### src/core/bfci_pkg.sv
package bfci_pkg;

  localparam int          BFCI_ADDR_W        = 19;
  localparam int          BFCI_DATA_W        = 8;
  localparam int          BFCI_SECTOR_COUNT  = 512;
  localparam int          BFCI_SECTOR_BYTES  = 1024;
  localparam int          BFCI_BOOT_SECTORS  = 16;
  localparam logic [18:0] BFCI_BOOT_TOP_BASE = 19'h7C000;
  localparam logic [18:0] BFCI_BOOT_TOP_END  = 19'h7FFFF;
  localparam logic [18:0] BFCI_BOOT_BOT_BASE = 19'h00000;

  localparam logic [18:0] BFCI_UNLOCK_ADDR1  = 19'h05555;
  localparam logic [18:0] BFCI_UNLOCK_ADDR2  = 19'h02AAA;
  localparam logic [7:0]  BFCI_UNLOCK_DATA1  = 8'hAA;
  localparam logic [7:0]  BFCI_UNLOCK_DATA2  = 8'h55;
  localparam logic [7:0]  BFCI_CMD_PROGRAM   = 8'hA0;
  localparam logic [7:0]  BFCI_CMD_ERASE_SET = 8'h80;
  localparam logic [7:0]  BFCI_CMD_SECTOR    = 8'h30;
  localparam logic [7:0]  BFCI_CMD_CHIP      = 8'h10;
  localparam logic [7:0]  BFCI_CMD_READ      = 8'hF0;
  localparam logic [7:0]  BFCI_CMD_ABORT     = 8'hFF;
  localparam logic [7:0]  BFCI_ERASED_BYTE   = 8'hFF;

  localparam int          BFCI_POLL_BIT      = 7;
  localparam int          BFCI_TOGGLE_BIT    = 6;

  // bus strobe timing, ns
  localparam int BFCI_CLK_NS        = 40;
  localparam int BFCI_T_WP_NS       = 50;
  localparam int BFCI_T_WPH_NS      = 35;
  localparam int BFCI_T_RC_NS       = 120;
  localparam int BFCI_T_DF_NS       = 50;
  localparam int BFCI_WP_CYC  = (BFCI_T_WP_NS + BFCI_CLK_NS - 1) / BFCI_CLK_NS;
  localparam int BFCI_WPH_CYC = (BFCI_T_WPH_NS + BFCI_CLK_NS - 1) / BFCI_CLK_NS;
  localparam int BFCI_RC_CYC  = (BFCI_T_RC_NS + BFCI_CLK_NS - 1) / BFCI_CLK_NS;
  localparam int BFCI_DF_CYC  = (BFCI_T_DF_NS + BFCI_CLK_NS - 1) / BFCI_CLK_NS;
  // busy time bounds, us
  localparam int BFCI_T_PROG_US     = 60;
  localparam int BFCI_T_SECT_US     = 10000;
  localparam int BFCI_T_CHIP_US     = 3000000;
  localparam int BFCI_CYC_PER_US    = 1000 / BFCI_CLK_NS;
  localparam int BFCI_PROG_CYC      = BFCI_T_PROG_US * BFCI_CYC_PER_US;
  localparam int BFCI_SECT_CYC      = BFCI_T_SECT_US * BFCI_CYC_PER_US;
  localparam int BFCI_CHIP_CYC      = BFCI_T_CHIP_US * BFCI_CYC_PER_US;

  localparam logic [2:0] BFCI_OP_READ    = 3'h0;
  localparam logic [2:0] BFCI_OP_PROGRAM = 3'h1;
  localparam logic [2:0] BFCI_OP_SECTOR  = 3'h2;
  localparam logic [2:0] BFCI_OP_CHIP    = 3'h3;
  localparam logic [2:0] BFCI_OP_RESET   = 3'h4;
  localparam logic [2:0] BFCI_OP_ABORT   = 3'h5;
  localparam logic [2:0] BFCI_OP_LOCK    = 3'h6;
  localparam logic [2:0] BFCI_OP_UNLOCK  = 3'h7;

  localparam int BFCI_MAX_CYCLES = 6;

endpackage

### src/core/bfci_bus_cycle.sv
`timescale 1ns/1ns
// one strobed bus cycle on the flash pins: write (we controlled) or read
module bfci_bus_cycle
  import bfci_pkg::*;
(
  input  wire logic                   clock,
  input  wire logic                   sys_rst,
  input  wire logic                   start,
  input  wire logic                   is_write,
  input  wire logic                   hv_oe,
  input  wire logic                   hv_ce,
  input  wire logic [BFCI_ADDR_W-1:0] addr,
  input  wire logic [BFCI_DATA_W-1:0] wdata,
  input  wire logic [BFCI_DATA_W-1:0] dq_in,
  output logic                        done,
  output logic [BFCI_DATA_W-1:0]      rdata,
  output logic                        chip_select_low,
  output logic                        output_drive_low,
  output logic                        write_strobe_low,
  output logic                        hv_ce_level,
  output logic                        hv_oe_level,
  output logic [BFCI_ADDR_W-1:0]      address,
  output logic [BFCI_DATA_W-1:0]      dq_out,
  output logic                        dq_oe
);

  typedef enum logic [1:0] {BFCI_BC_IDLE, BFCI_BC_STROBE, BFCI_BC_RECOVER} bfci_bc_e;

  bfci_bc_e  st_q;
  logic [7:0] cnt_q;
  logic       wr_q;

  ////////////////////////////////////////////////////////////////////
  always_ff @(posedge clock or posedge sys_rst) begin
    if (sys_rst) begin
      st_q  <= BFCI_BC_IDLE;
      cnt_q <= 8'h00;
      wr_q  <= 1'b0;
    end else begin
      case (st_q)
        BFCI_BC_IDLE: begin
          if (start) begin
            st_q  <= BFCI_BC_STROBE;
            wr_q  <= is_write;
            cnt_q <= is_write ? 8'(BFCI_WP_CYC) : 8'(BFCI_RC_CYC);
          end
        end
        BFCI_BC_STROBE: begin
          if (cnt_q == 8'h01) begin
            st_q  <= BFCI_BC_RECOVER;
            cnt_q <= wr_q ? 8'(BFCI_WPH_CYC) : 8'(BFCI_DF_CYC);
          end else begin
            cnt_q <= cnt_q - 8'h01;
          end
        end
        BFCI_BC_RECOVER: begin
          if (cnt_q == 8'h01) begin
            st_q <= BFCI_BC_IDLE;
          end else begin
            cnt_q <= cnt_q - 8'h01;
          end
        end
        default: st_q <= BFCI_BC_IDLE;
      endcase
    end
  end

  // address and data held stable across the strobe so either latch edge sees them
  always_ff @(posedge clock or posedge sys_rst) begin
    if (sys_rst) begin
      address <= '0;
      dq_out  <= '0;
    end else if (start && st_q == BFCI_BC_IDLE) begin
      address <= addr;
      dq_out  <= wdata;
    end
  end

  always_ff @(posedge clock or posedge sys_rst) begin
    if (sys_rst) begin
      rdata <= '0;
    end else if (st_q == BFCI_BC_STROBE && !wr_q && cnt_q == 8'h01) begin
      rdata <= dq_in;
    end
  end

  always_ff @(posedge clock or posedge sys_rst) begin
    if (sys_rst) begin
      chip_select_low  <= 1'b1;
      output_drive_low <= 1'b1;
      write_strobe_low <= 1'b1;
      dq_oe            <= 1'b0;
      hv_ce_level      <= 1'b0;
      hv_oe_level      <= 1'b0;
    end else if (start && st_q == BFCI_BC_IDLE) begin
      // write strobe stays high for reads
      // address set on the same clock edge as the falling strobes
      chip_select_low  <= hv_ce ? 1'b1 : 1'b0;
      output_drive_low <= (is_write || hv_oe) ? 1'b1 : 1'b0;
      write_strobe_low <= is_write ? 1'b0 : 1'b1;
      dq_oe            <= is_write;
      hv_ce_level      <= hv_ce;
      hv_oe_level      <= hv_oe;
    end else if (st_q == BFCI_BC_STROBE && cnt_q == 8'h01) begin
      // both strobes rise together, data still driven
      // chip select and output drive rise to end the read
      chip_select_low  <= 1'b1;
      output_drive_low <= 1'b1;
      write_strobe_low <= 1'b1;
      hv_ce_level      <= 1'b0;
      hv_oe_level      <= 1'b0;
    end else if (st_q == BFCI_BC_RECOVER) begin
      dq_oe <= 1'b0;
    end
  end

  assign done = (st_q == BFCI_BC_RECOVER) && (cnt_q == 8'h01);

endmodule

### src/core/bfci_host.sv
`timescale 1ns/1ns
module bfci_host
  import bfci_pkg::*;
#(
  parameter int PROG_TIMEOUT_CYC = BFCI_PROG_CYC,
  parameter int SECT_TIMEOUT_CYC = BFCI_SECT_CYC,
  parameter int CHIP_TIMEOUT_CYC = BFCI_CHIP_CYC
) (
  input  wire logic                   clock,
  input  wire logic                   sys_rst,
  input  wire logic                   cmd_valid,
  input  wire logic [2:0]             cmd_op,
  input  wire logic [BFCI_ADDR_W-1:0] cmd_addr,
  input  wire logic [BFCI_DATA_W-1:0] cmd_data,
  output logic                        cmd_ready,
  output logic                        rsp_valid,
  output logic [BFCI_DATA_W-1:0]      rsp_data,
  output logic                        rsp_timeout,
  output logic                        chip_select_low,
  output logic                        output_drive_low,
  output logic                        write_strobe_low,
  output logic                        hv_ce_level,
  output logic                        hv_oe_level,
  output logic                        id_voltage_address_line,
  output logic [BFCI_ADDR_W-1:0]      address,
  input  wire logic [BFCI_DATA_W-1:0] dq_in,
  output logic [BFCI_DATA_W-1:0]      dq_out,
  output logic                        dq_oe
);

  typedef enum logic [2:0] {
    BFCI_IDLE, BFCI_ISSUE, BFCI_WAIT, BFCI_POLL, BFCI_POLL_WAIT, BFCI_DONE
  } bfci_state_e;

  bfci_state_e             st_q;
  logic [2:0]              op_q;
  logic [BFCI_ADDR_W-1:0]  addr_q;
  logic [BFCI_DATA_W-1:0]  data_q;
  logic [2:0]              step_q;
  logic [2:0]              nsteps;
  logic [31:0]             tmo_q;
  logic                    have_prev_q;
  logic                    prev_tog_q;
  logic                    timeout_q;
  logic                    bc_start;
  logic                    bc_write;
  logic                    bc_done;
  logic [BFCI_ADDR_W-1:0]  bc_addr;
  logic [BFCI_DATA_W-1:0]  bc_wdata;
  logic [BFCI_DATA_W-1:0]  bc_rdata;
  logic                    is_hv;
  logic                    busy_op;
  logic                    settled;

  ////////////////////////////////////////////////////////////////////
  // sequence table per operation and step
  always_comb begin
    bc_addr  = BFCI_UNLOCK_ADDR1;
    bc_wdata = BFCI_UNLOCK_DATA1;
    nsteps   = 3'h1;
    case (op_q)
      // caller erases first; program only clears bits
      BFCI_OP_PROGRAM: begin
        nsteps = 3'h4;
        case (step_q)
          3'h1: begin bc_addr = BFCI_UNLOCK_ADDR2; bc_wdata = BFCI_UNLOCK_DATA2; end
          3'h2: bc_wdata = BFCI_CMD_PROGRAM;
          3'h3: begin bc_addr = addr_q; bc_wdata = data_q; end
          default: ;
        endcase
      end
      BFCI_OP_SECTOR, BFCI_OP_CHIP: begin
        nsteps = 3'h6;
        case (step_q)
          3'h1, 3'h4: begin bc_addr = BFCI_UNLOCK_ADDR2; bc_wdata = BFCI_UNLOCK_DATA2; end
          3'h2: bc_wdata = BFCI_CMD_ERASE_SET;
          3'h5: begin
            bc_addr  = (op_q == BFCI_OP_SECTOR) ? addr_q : BFCI_UNLOCK_ADDR1;
            bc_wdata = (op_q == BFCI_OP_SECTOR) ? BFCI_CMD_SECTOR : BFCI_CMD_CHIP;
          end
          default: ;
        endcase
      end
      BFCI_OP_RESET: begin bc_addr = addr_q; bc_wdata = BFCI_CMD_READ; end
      BFCI_OP_ABORT: begin bc_addr = BFCI_UNLOCK_ADDR1; bc_wdata = BFCI_CMD_ABORT; end
      BFCI_OP_READ, BFCI_OP_LOCK, BFCI_OP_UNLOCK: begin bc_addr = addr_q; bc_wdata = data_q; end
      default: ;
    endcase
  end

  assign is_hv    = (op_q == BFCI_OP_LOCK) || (op_q == BFCI_OP_UNLOCK);
  assign busy_op  = (op_q == BFCI_OP_PROGRAM) || (op_q == BFCI_OP_SECTOR) ||
                    (op_q == BFCI_OP_CHIP);
  assign bc_write = (op_q != BFCI_OP_READ);
  assign bc_start = (st_q == BFCI_ISSUE) || (st_q == BFCI_POLL);
  assign cmd_ready = (st_q == BFCI_IDLE);
  // toggle bit stable across two reads means finished
  // poll bit equals the loaded bit when finished
  assign settled = have_prev_q && (bc_rdata[BFCI_TOGGLE_BIT] == prev_tog_q) &&
                   ((op_q != BFCI_OP_PROGRAM) ||
                    (bc_rdata[BFCI_POLL_BIT] == data_q[BFCI_POLL_BIT]));

  ////////////////////////////////////////////////////////////////////
  always_ff @(posedge clock or posedge sys_rst) begin
    if (sys_rst) begin
      st_q   <= BFCI_IDLE;
      op_q   <= BFCI_OP_READ;
      addr_q <= '0;
      data_q <= '0;
      step_q <= 3'h0;
    end else begin
      case (st_q)
        BFCI_IDLE: begin
          if (cmd_valid) begin
            op_q   <= cmd_op;
            addr_q <= cmd_addr;
            data_q <= cmd_data;
            step_q <= 3'h0;
            st_q   <= BFCI_ISSUE;
          end
        end
        BFCI_ISSUE: st_q <= BFCI_WAIT;
        BFCI_WAIT: begin
          if (bc_done) begin
            if (step_q + 3'h1 < nsteps) begin
              step_q <= step_q + 3'h1;
              st_q   <= BFCI_ISSUE;
            end else begin
              // no new writes until busy ends or the busy wait times out
              st_q <= busy_op ? BFCI_POLL : BFCI_DONE;
            end
          end
        end
        BFCI_POLL: st_q <= BFCI_POLL_WAIT;
        BFCI_POLL_WAIT: begin
          if (bc_done) begin
            st_q <= (settled || tmo_q == 32'h0000_0000) ? BFCI_DONE : BFCI_POLL;
          end
        end
        BFCI_DONE: st_q <= BFCI_IDLE;
        default: st_q <= BFCI_IDLE;
      endcase
    end
  end

  // status poll history; status reads use the target address
  always_ff @(posedge clock or posedge sys_rst) begin
    if (sys_rst) begin
      have_prev_q <= 1'b0;
      prev_tog_q  <= 1'b0;
    end else if (st_q == BFCI_ISSUE) begin
      have_prev_q <= 1'b0;
    end else if (st_q == BFCI_POLL_WAIT && bc_done) begin
      have_prev_q <= 1'b1;
      prev_tog_q  <= bc_rdata[BFCI_TOGGLE_BIT];
    end
  end

  // bounded busy wait, flagged if exceeded
  always_ff @(posedge clock or posedge sys_rst) begin
    if (sys_rst) begin
      tmo_q     <= 32'h0000_0000;
      timeout_q <= 1'b0;
    end else if (st_q == BFCI_IDLE) begin
      timeout_q <= 1'b0;
    end else if (st_q == BFCI_WAIT && bc_done) begin
      tmo_q <= (op_q == BFCI_OP_PROGRAM) ? 32'(PROG_TIMEOUT_CYC) :
               (op_q == BFCI_OP_SECTOR)  ? 32'(SECT_TIMEOUT_CYC) : 32'(CHIP_TIMEOUT_CYC);
    end else if (st_q == BFCI_POLL_WAIT || st_q == BFCI_POLL) begin
      if (tmo_q != 32'h0000_0000) begin
        tmo_q <= tmo_q - 32'h0000_0001;
      end else if (st_q == BFCI_POLL_WAIT && bc_done && !settled) begin
        timeout_q <= 1'b1;
      end
    end
  end

  always_ff @(posedge clock or posedge sys_rst) begin
    if (sys_rst) begin
      rsp_valid   <= 1'b0;
      rsp_data    <= '0;
      rsp_timeout <= 1'b0;
    end else begin
      rsp_valid <= (st_q == BFCI_DONE);
      if (st_q == BFCI_DONE) begin
        rsp_data    <= bc_rdata;
        rsp_timeout <= timeout_q;
      end
    end
  end

  // lock: high voltage on output drive and A9
  // unlock: high voltage also on chip select
  // identification voltage held only for these cycles
  always_ff @(posedge clock or posedge sys_rst) begin
    if (sys_rst) begin
      id_voltage_address_line <= 1'b0;
    end else begin
      id_voltage_address_line <= is_hv && (st_q == BFCI_ISSUE || st_q == BFCI_WAIT);
    end
  end

  ////////////////////////////////////////////////////////////////////
  // chip select idles high, so the device rests in standby
  bfci_bus_cycle u_cycle (
    .clock            (clock),
    .sys_rst          (sys_rst),
    .start            (bc_start),
    .is_write         (bc_write && st_q == BFCI_ISSUE),
    .hv_oe            (is_hv),
    .hv_ce            (op_q == BFCI_OP_UNLOCK),
    .addr             (st_q == BFCI_POLL ? addr_q : bc_addr),
    .wdata            (bc_wdata),
    .dq_in            (dq_in),
    .done             (bc_done),
    .rdata            (bc_rdata),
    .chip_select_low  (chip_select_low),
    .output_drive_low (output_drive_low),
    .write_strobe_low (write_strobe_low),
    .hv_ce_level      (hv_ce_level),
    .hv_oe_level      (hv_oe_level),
    .address          (address),
    .dq_out           (dq_out),
    .dq_oe            (dq_oe)
  );

endmodule

### config.mk
export PLATFORM = sky130hd
export DESIGN_NAME = bfci_host
export DESIGN_NICKNAME = d
export VERILOG_FILES = /design/src/core/bfci_pkg.sv /design/src/core/bfci_bus_cycle.sv /design/src/core/bfci_host.sv
export SDC_FILE = /design/constraint.sdc
export NUM_CORES = 1
export LEC_CHECK = 0
export BUFFER_PORTS_ARGS = -buffer_cell sky130_fd_sc_hd__clkbuf_2
export CORE_MARGIN = 5
export CORE_UTILIZATION = 39
export DETAILED_ROUTE_END_ITERATION = 10
export PLACE_DENSITY_LB_ADDON = 0.08
export SLEW_MARGIN = 10
export SYNTH_ARGS = -nofsm -noshare
export SYNTH_HDL_FRONTEND = slang
export SYNTH_SLANG_ARGS = --single-unit
### constraint.sdc
create_clock -name clock -period 9 [get_ports clock]
set_clock_uncertainty 0.1 [all_clocks]
set_input_delay 1.8 -clock clock [delete_from_list [all_inputs] [get_ports clock]]
set_output_delay 1.8 -clock clock [all_outputs]
set_load 0.01 [all_outputs]
-- Word level (Yosys, flattened, before mapping)
Cells that the tools add are included.
W data, S select, Z words.
- $add $sub $neg: 3
- magnitude comparators: 1
- eq/ne operators: 34
- muxes and demuxes: 56
- bitwise gates (word level): 2
- reductions and logical operators: 52
- operators by type and width (kind ; count):
    $mux W32 ; 3
    $pmux W19 S2 ; 2
    $pmux W19 S4 ; 1
    $pmux W8 S3 ; 3
    $mux W27 ; 2
    $pmux W8 S5 ; 1
    $mux W19 ; 2
    $logic_not A32 Y1 ; 1
    $reduce_bool A32 Y1 ; 1
    $sub A32 B1 Y32 const B ; 1
    $mux W3 ; 9
    $eq A3 B3 Y1 const B ; 8
    $mux W8 ; 3
    $mux W1 ; 21
    $eq A3 B2 Y1 const B ; 6
    $reduce_bool A2 Y1 ; 8
    $pmux W3 S5 ; 1
    $ne A2 B2 Y1 const B ; 7
    $logic_and A1 B1 Y1 ; 12
    $pmux W3 S2 ; 2
    $reduce_and A3 Y1 ; 4
    $eq A3 B1 Y1 const B ; 3
    $logic_or A1 B1 Y1 ; 9
    $eq A8 B1 Y1 const B ; 1
    21 further kinds ; 37
- flip-flop bits (word level): 134
- bits of input ports: 41
- output and inout port bits: 45
- word-level logic and storage cells: 173

-- Logic depth before layout (Yosys ltp)
- word-level depth: 10
- depth in mapped cells: 10
- depth with buffers taken out: 9

-- Cells and area by module
Synthesis repeated with hierarchy kept, for this count alone.
- cells, all modules: 734
- area, all modules: 7058.0 um^2
- modules (own cells, without submodules) (module ; instances ; cells each ; area each (um^2) ; seq. area each (um^2)):
    bfci_host ; 1 ; 498 ; 4754.6 ; 2052.0
    bfci_bus_cycle ; 1 ; 236 ; 2303.5 ; 1305.0

-- Least setup slack after synthesis
OpenSTA, ideal clock, no wires.
- path kind: register -> output
- start point: reg st_q[2]
- end point: out cmd_ready
- data arrival time: 990 ps
- required time: 7100 ps
- path slack: 6110 ps
- stages on the path, launching flop included: 3
- buffers on the path: 1
- path through: dfrtp_1 > clkbuf_1 > nor3_1
- word-level cells in the longest chain between the ends: 1
- RTL lines (what ; line ; RTL):
    from (decl) ; bfci_host.sv:35 ; bfci_state_e st_q;
    from (signal assigned) ; bfci_host.sv:130 ; st_q <= busy_op ? BFCI_POLL : BFCI_DONE;
    from (signal assigned) ; bfci_host.sv:137 ; st_q <= (settled || tmo_q == 32'h0000_0000) ? BFCI_DONE : BFCI_POLL;
    $logic_not A3 Y1 ; bfci_host.sv:96 ; assign cmd_ready = (st_q == BFCI_IDLE);
    to (decl) ; bfci_host.sv:15 ; output logic cmd_ready,
No other way between the ends.

-- Worst setup path after layout
- start point: reg st_q[1]
- end point: out cmd_ready
Same word-level chain as after synthesis.

==> out/metrics.cfg <==
[global_routing]
antenna_found_initial=0
grt_pass1_wl_um=30100
grt_pass1_vias=5948
grt_overflow=0
grt_max_degree=69
track_usage_pct=18.1

[pwr]
leakagePower_nw=3.93
power.total_mw=1.31
power.density_nw_per_um2=162
ir_drop_mv=0.121

[synth]
async_reset_ff_share_pct=100
synth_compound_area_share_pct=17.5
synthAdderAreaFrac_pct=2.52
synth_largest_area_cell=dfrtp_1
synth_seq_cells=134
yosys.area_share.simple_pct=23.4
yosysWarnings=0
synth_top_family_by_area=simple AND/OR/NAND/NOR gates
syn_area_per_cell_um2=9.28
synth_area_um2=6940
syn_nets=803
synth.area.top_cells=dfrtp_1 47%, nand2_1 8.2%, mux2_2 3.4%
yosys.area.top_type_share_pct=47.2
ys_types=72
synth-xor-area-share_pct=0.631
syn_inst=748
synthFlopType=dfrtp_1
synth-edff-count=0
ys_seq_area_share_pct=48.4
muxShareOfSynthArea_pct=4.13

[finish]
nets=872
final_cell_area_um2=8110
stdcell_count=1054
antenna_cells=0
drive_above_1_share_pct=19.4
syn_to_final_growth_pct=16.8

[setup_path]
r2r_slack_ps=5890
critPathLaunchType=flip-flop
r2r_end=tmo_q[23]
slowest_delay_ps=590
rr_worst_depth=5
path_class=flip-flop to output port
worstPathArrival_ps=1720
path_max_fanout=19
slowest_stage=dfrtp_1
r2r-start=tmo_q[3]
cp_data_required_time_ps=7100
end_kind=output port
path_cells=nor3_1, clkbuf_2

[detailed_routing]
ant_nets=0
drt_iter0_drc=489
wl_per_cell_um=17.0
drc=0
num_vias=5912
first_pass_iters=6
vias_per_cell=5.61
wl_um=17900

[timing]
min_period_ps=3620
grt_setup_unrepaired=no
setup_viol=0
fmax_mhz=277
finalSetupTns_ps=0
slew_violations=0
worst_slack_ps=5380
worst_slew_margin_rel_pct=24.7
min_period_over_period_pct=40.2
hold_violations=0
worst_slew_pin_slew_ps=1130

[run_status]
status=finished clean

[clocking]
cts_num_sinks=134
cts_resized=0
root_buffer=clkbuf_16
cts_tree=yes
numCtsBuffers=17
cts_setup_buffers=0
cts_buffer_depth=2
clk_pin_slew_ps=60
ctsHoldBuffers=0
clkLatencyLatePin_ps=420
cts-htree-levels=4

[placed_design]
hpwl_um=12400
pre_cts_slack_ps=5560
io_buffers=85
finalWeightedCongestion=0.887
placed_area_um2=7530
placed_cells=1023

[floorplanning]
die_h_um=143
fp.dieW_um=143
coreArea_um2=17400
io_pins=86
dieArea_um2=20600
start_util_pct=40.0
placementRows=48

[hold_path]
hold_class=flip-flop to flip-flop
hp-start=addr_q[6]
holdPathStages=2
min_to=addr_q[6]

[job]
drv_cap=0

[cells in the final DEF, fill, tap and decap left out, types with 14 or more instances in the layout]
master / n
a21oi_1: 31
a31oi_1: 21
clkbuf_16: 17
clkbuf_2: 85
dfrtp_1: 131
ha_1: 14
inv_1: 20
mux2_2: 21
nand2_1: 152
nor2_1: 51
nor3_1: 23
nor4_1: 16
o21ai_0: 34
[kinds of logic (layout without fill, tap and decap cells)]
kind of cell               after synthesis  count (layout)
DFF                                    134             134
AOI/OAI and AO/OA                      179             179
adders and majority gates               14              14
xor gates and xnor gates                 5               5
and+or+nand+nor                        330             330
muxes                                   26              26
buffers and inverters                   60             141
[per-stage QoR]
| step | util (%) | hold WS (ps) |
|---|---|---|
| floorplan | - | 340 |
| finish | 46.7 | 369 |
| CTS | 46.7 | 374 |
| global route | 46.7 | 385 |
| detailed placement | 43.4 | 359 |
| global placement | 43.4 | 355 |
[critical path, delay by kind of cell, from the launching register on]
| kind | cells | cell delay, ps |
|---|---|---|
| flip-flops | 1 | 590 |
| AND/OR/NAND/NOR | 1 | 480 |
| buffers and inverters | 1 | 230 |
[power breakdown]
part           internal [mW]  switching (mW)
clock                  0.410           0.278
sequential             0.603               0
combinational        0.00682          0.0144
total                   1.02           0.293
[sequential cells by signal (all words and copies together), names as in the netlist, 2 cells and up]
signal / cells
addr_q: 19
data_q: 8
op_q: 3
rsp_data: 8
st_q: 3
step_q: 3
tmo_q: 32
u_cycle.address: 19
u_cycle.cnt_q: 8
u_cycle.dq_out: 8
u_cycle.rdata: 8
u_cycle.st_q: 2
[worst max-delay path by stage]
stage                        from         to  slack, ps  cells past startpoint
after global placement    sys_rst  tmo_q[23]       5590                      3
after global routing      st_q[1]  cmd_ready       5220                      2
after floorplan           sys_rst  addr_q[0]       3520                      1
after detailed placement  sys_rst  tmo_q[24]       5560                      3
after CTS                 st_q[1]  cmd_ready       5350                      2
final                     st_q[1]  cmd_ready       5380                      2
[routing by layer]
metal,track usage (%),vias to the layer above,share of wire (%)
li1,-,2840,-
met2,28.9,139,48
met3,4.33,22,4.4
met5,0,-,0
met1,24.8,2911,46
met4,4.86,0,1.4
[layout make-up]
type,count,area (um2)
Clock buffer,18,429
Clock inverter,13,149
Fill cell,1704,9250
Inverter,21,83.8
Multi-Input combinational cell,554,3350
Sequential cell,134,3360
Tap cell,225,282
Timing Repair Buffer,89,455
[synth_stat cells, types with 6 or more instances]
cell      instances
a211oi_1          8
a21oi_1          31
a22o_1           10
a31oi_1          21
clkbuf_1         29
dfrtp_1         131
ha_1             14
inv_1            21
mux2_2           21
nand2_1         152
nand2b_1          7
nand3_1          10
nand4_1           7
nor2_1           51
nor2b_1           6
nor3_1           23
nor4_1           17
o21ai_0          34
o21bai_1         10
o31ai_1           7
o41ai_1           6
or3_1            10
Power figures use the tool's default switching activity.
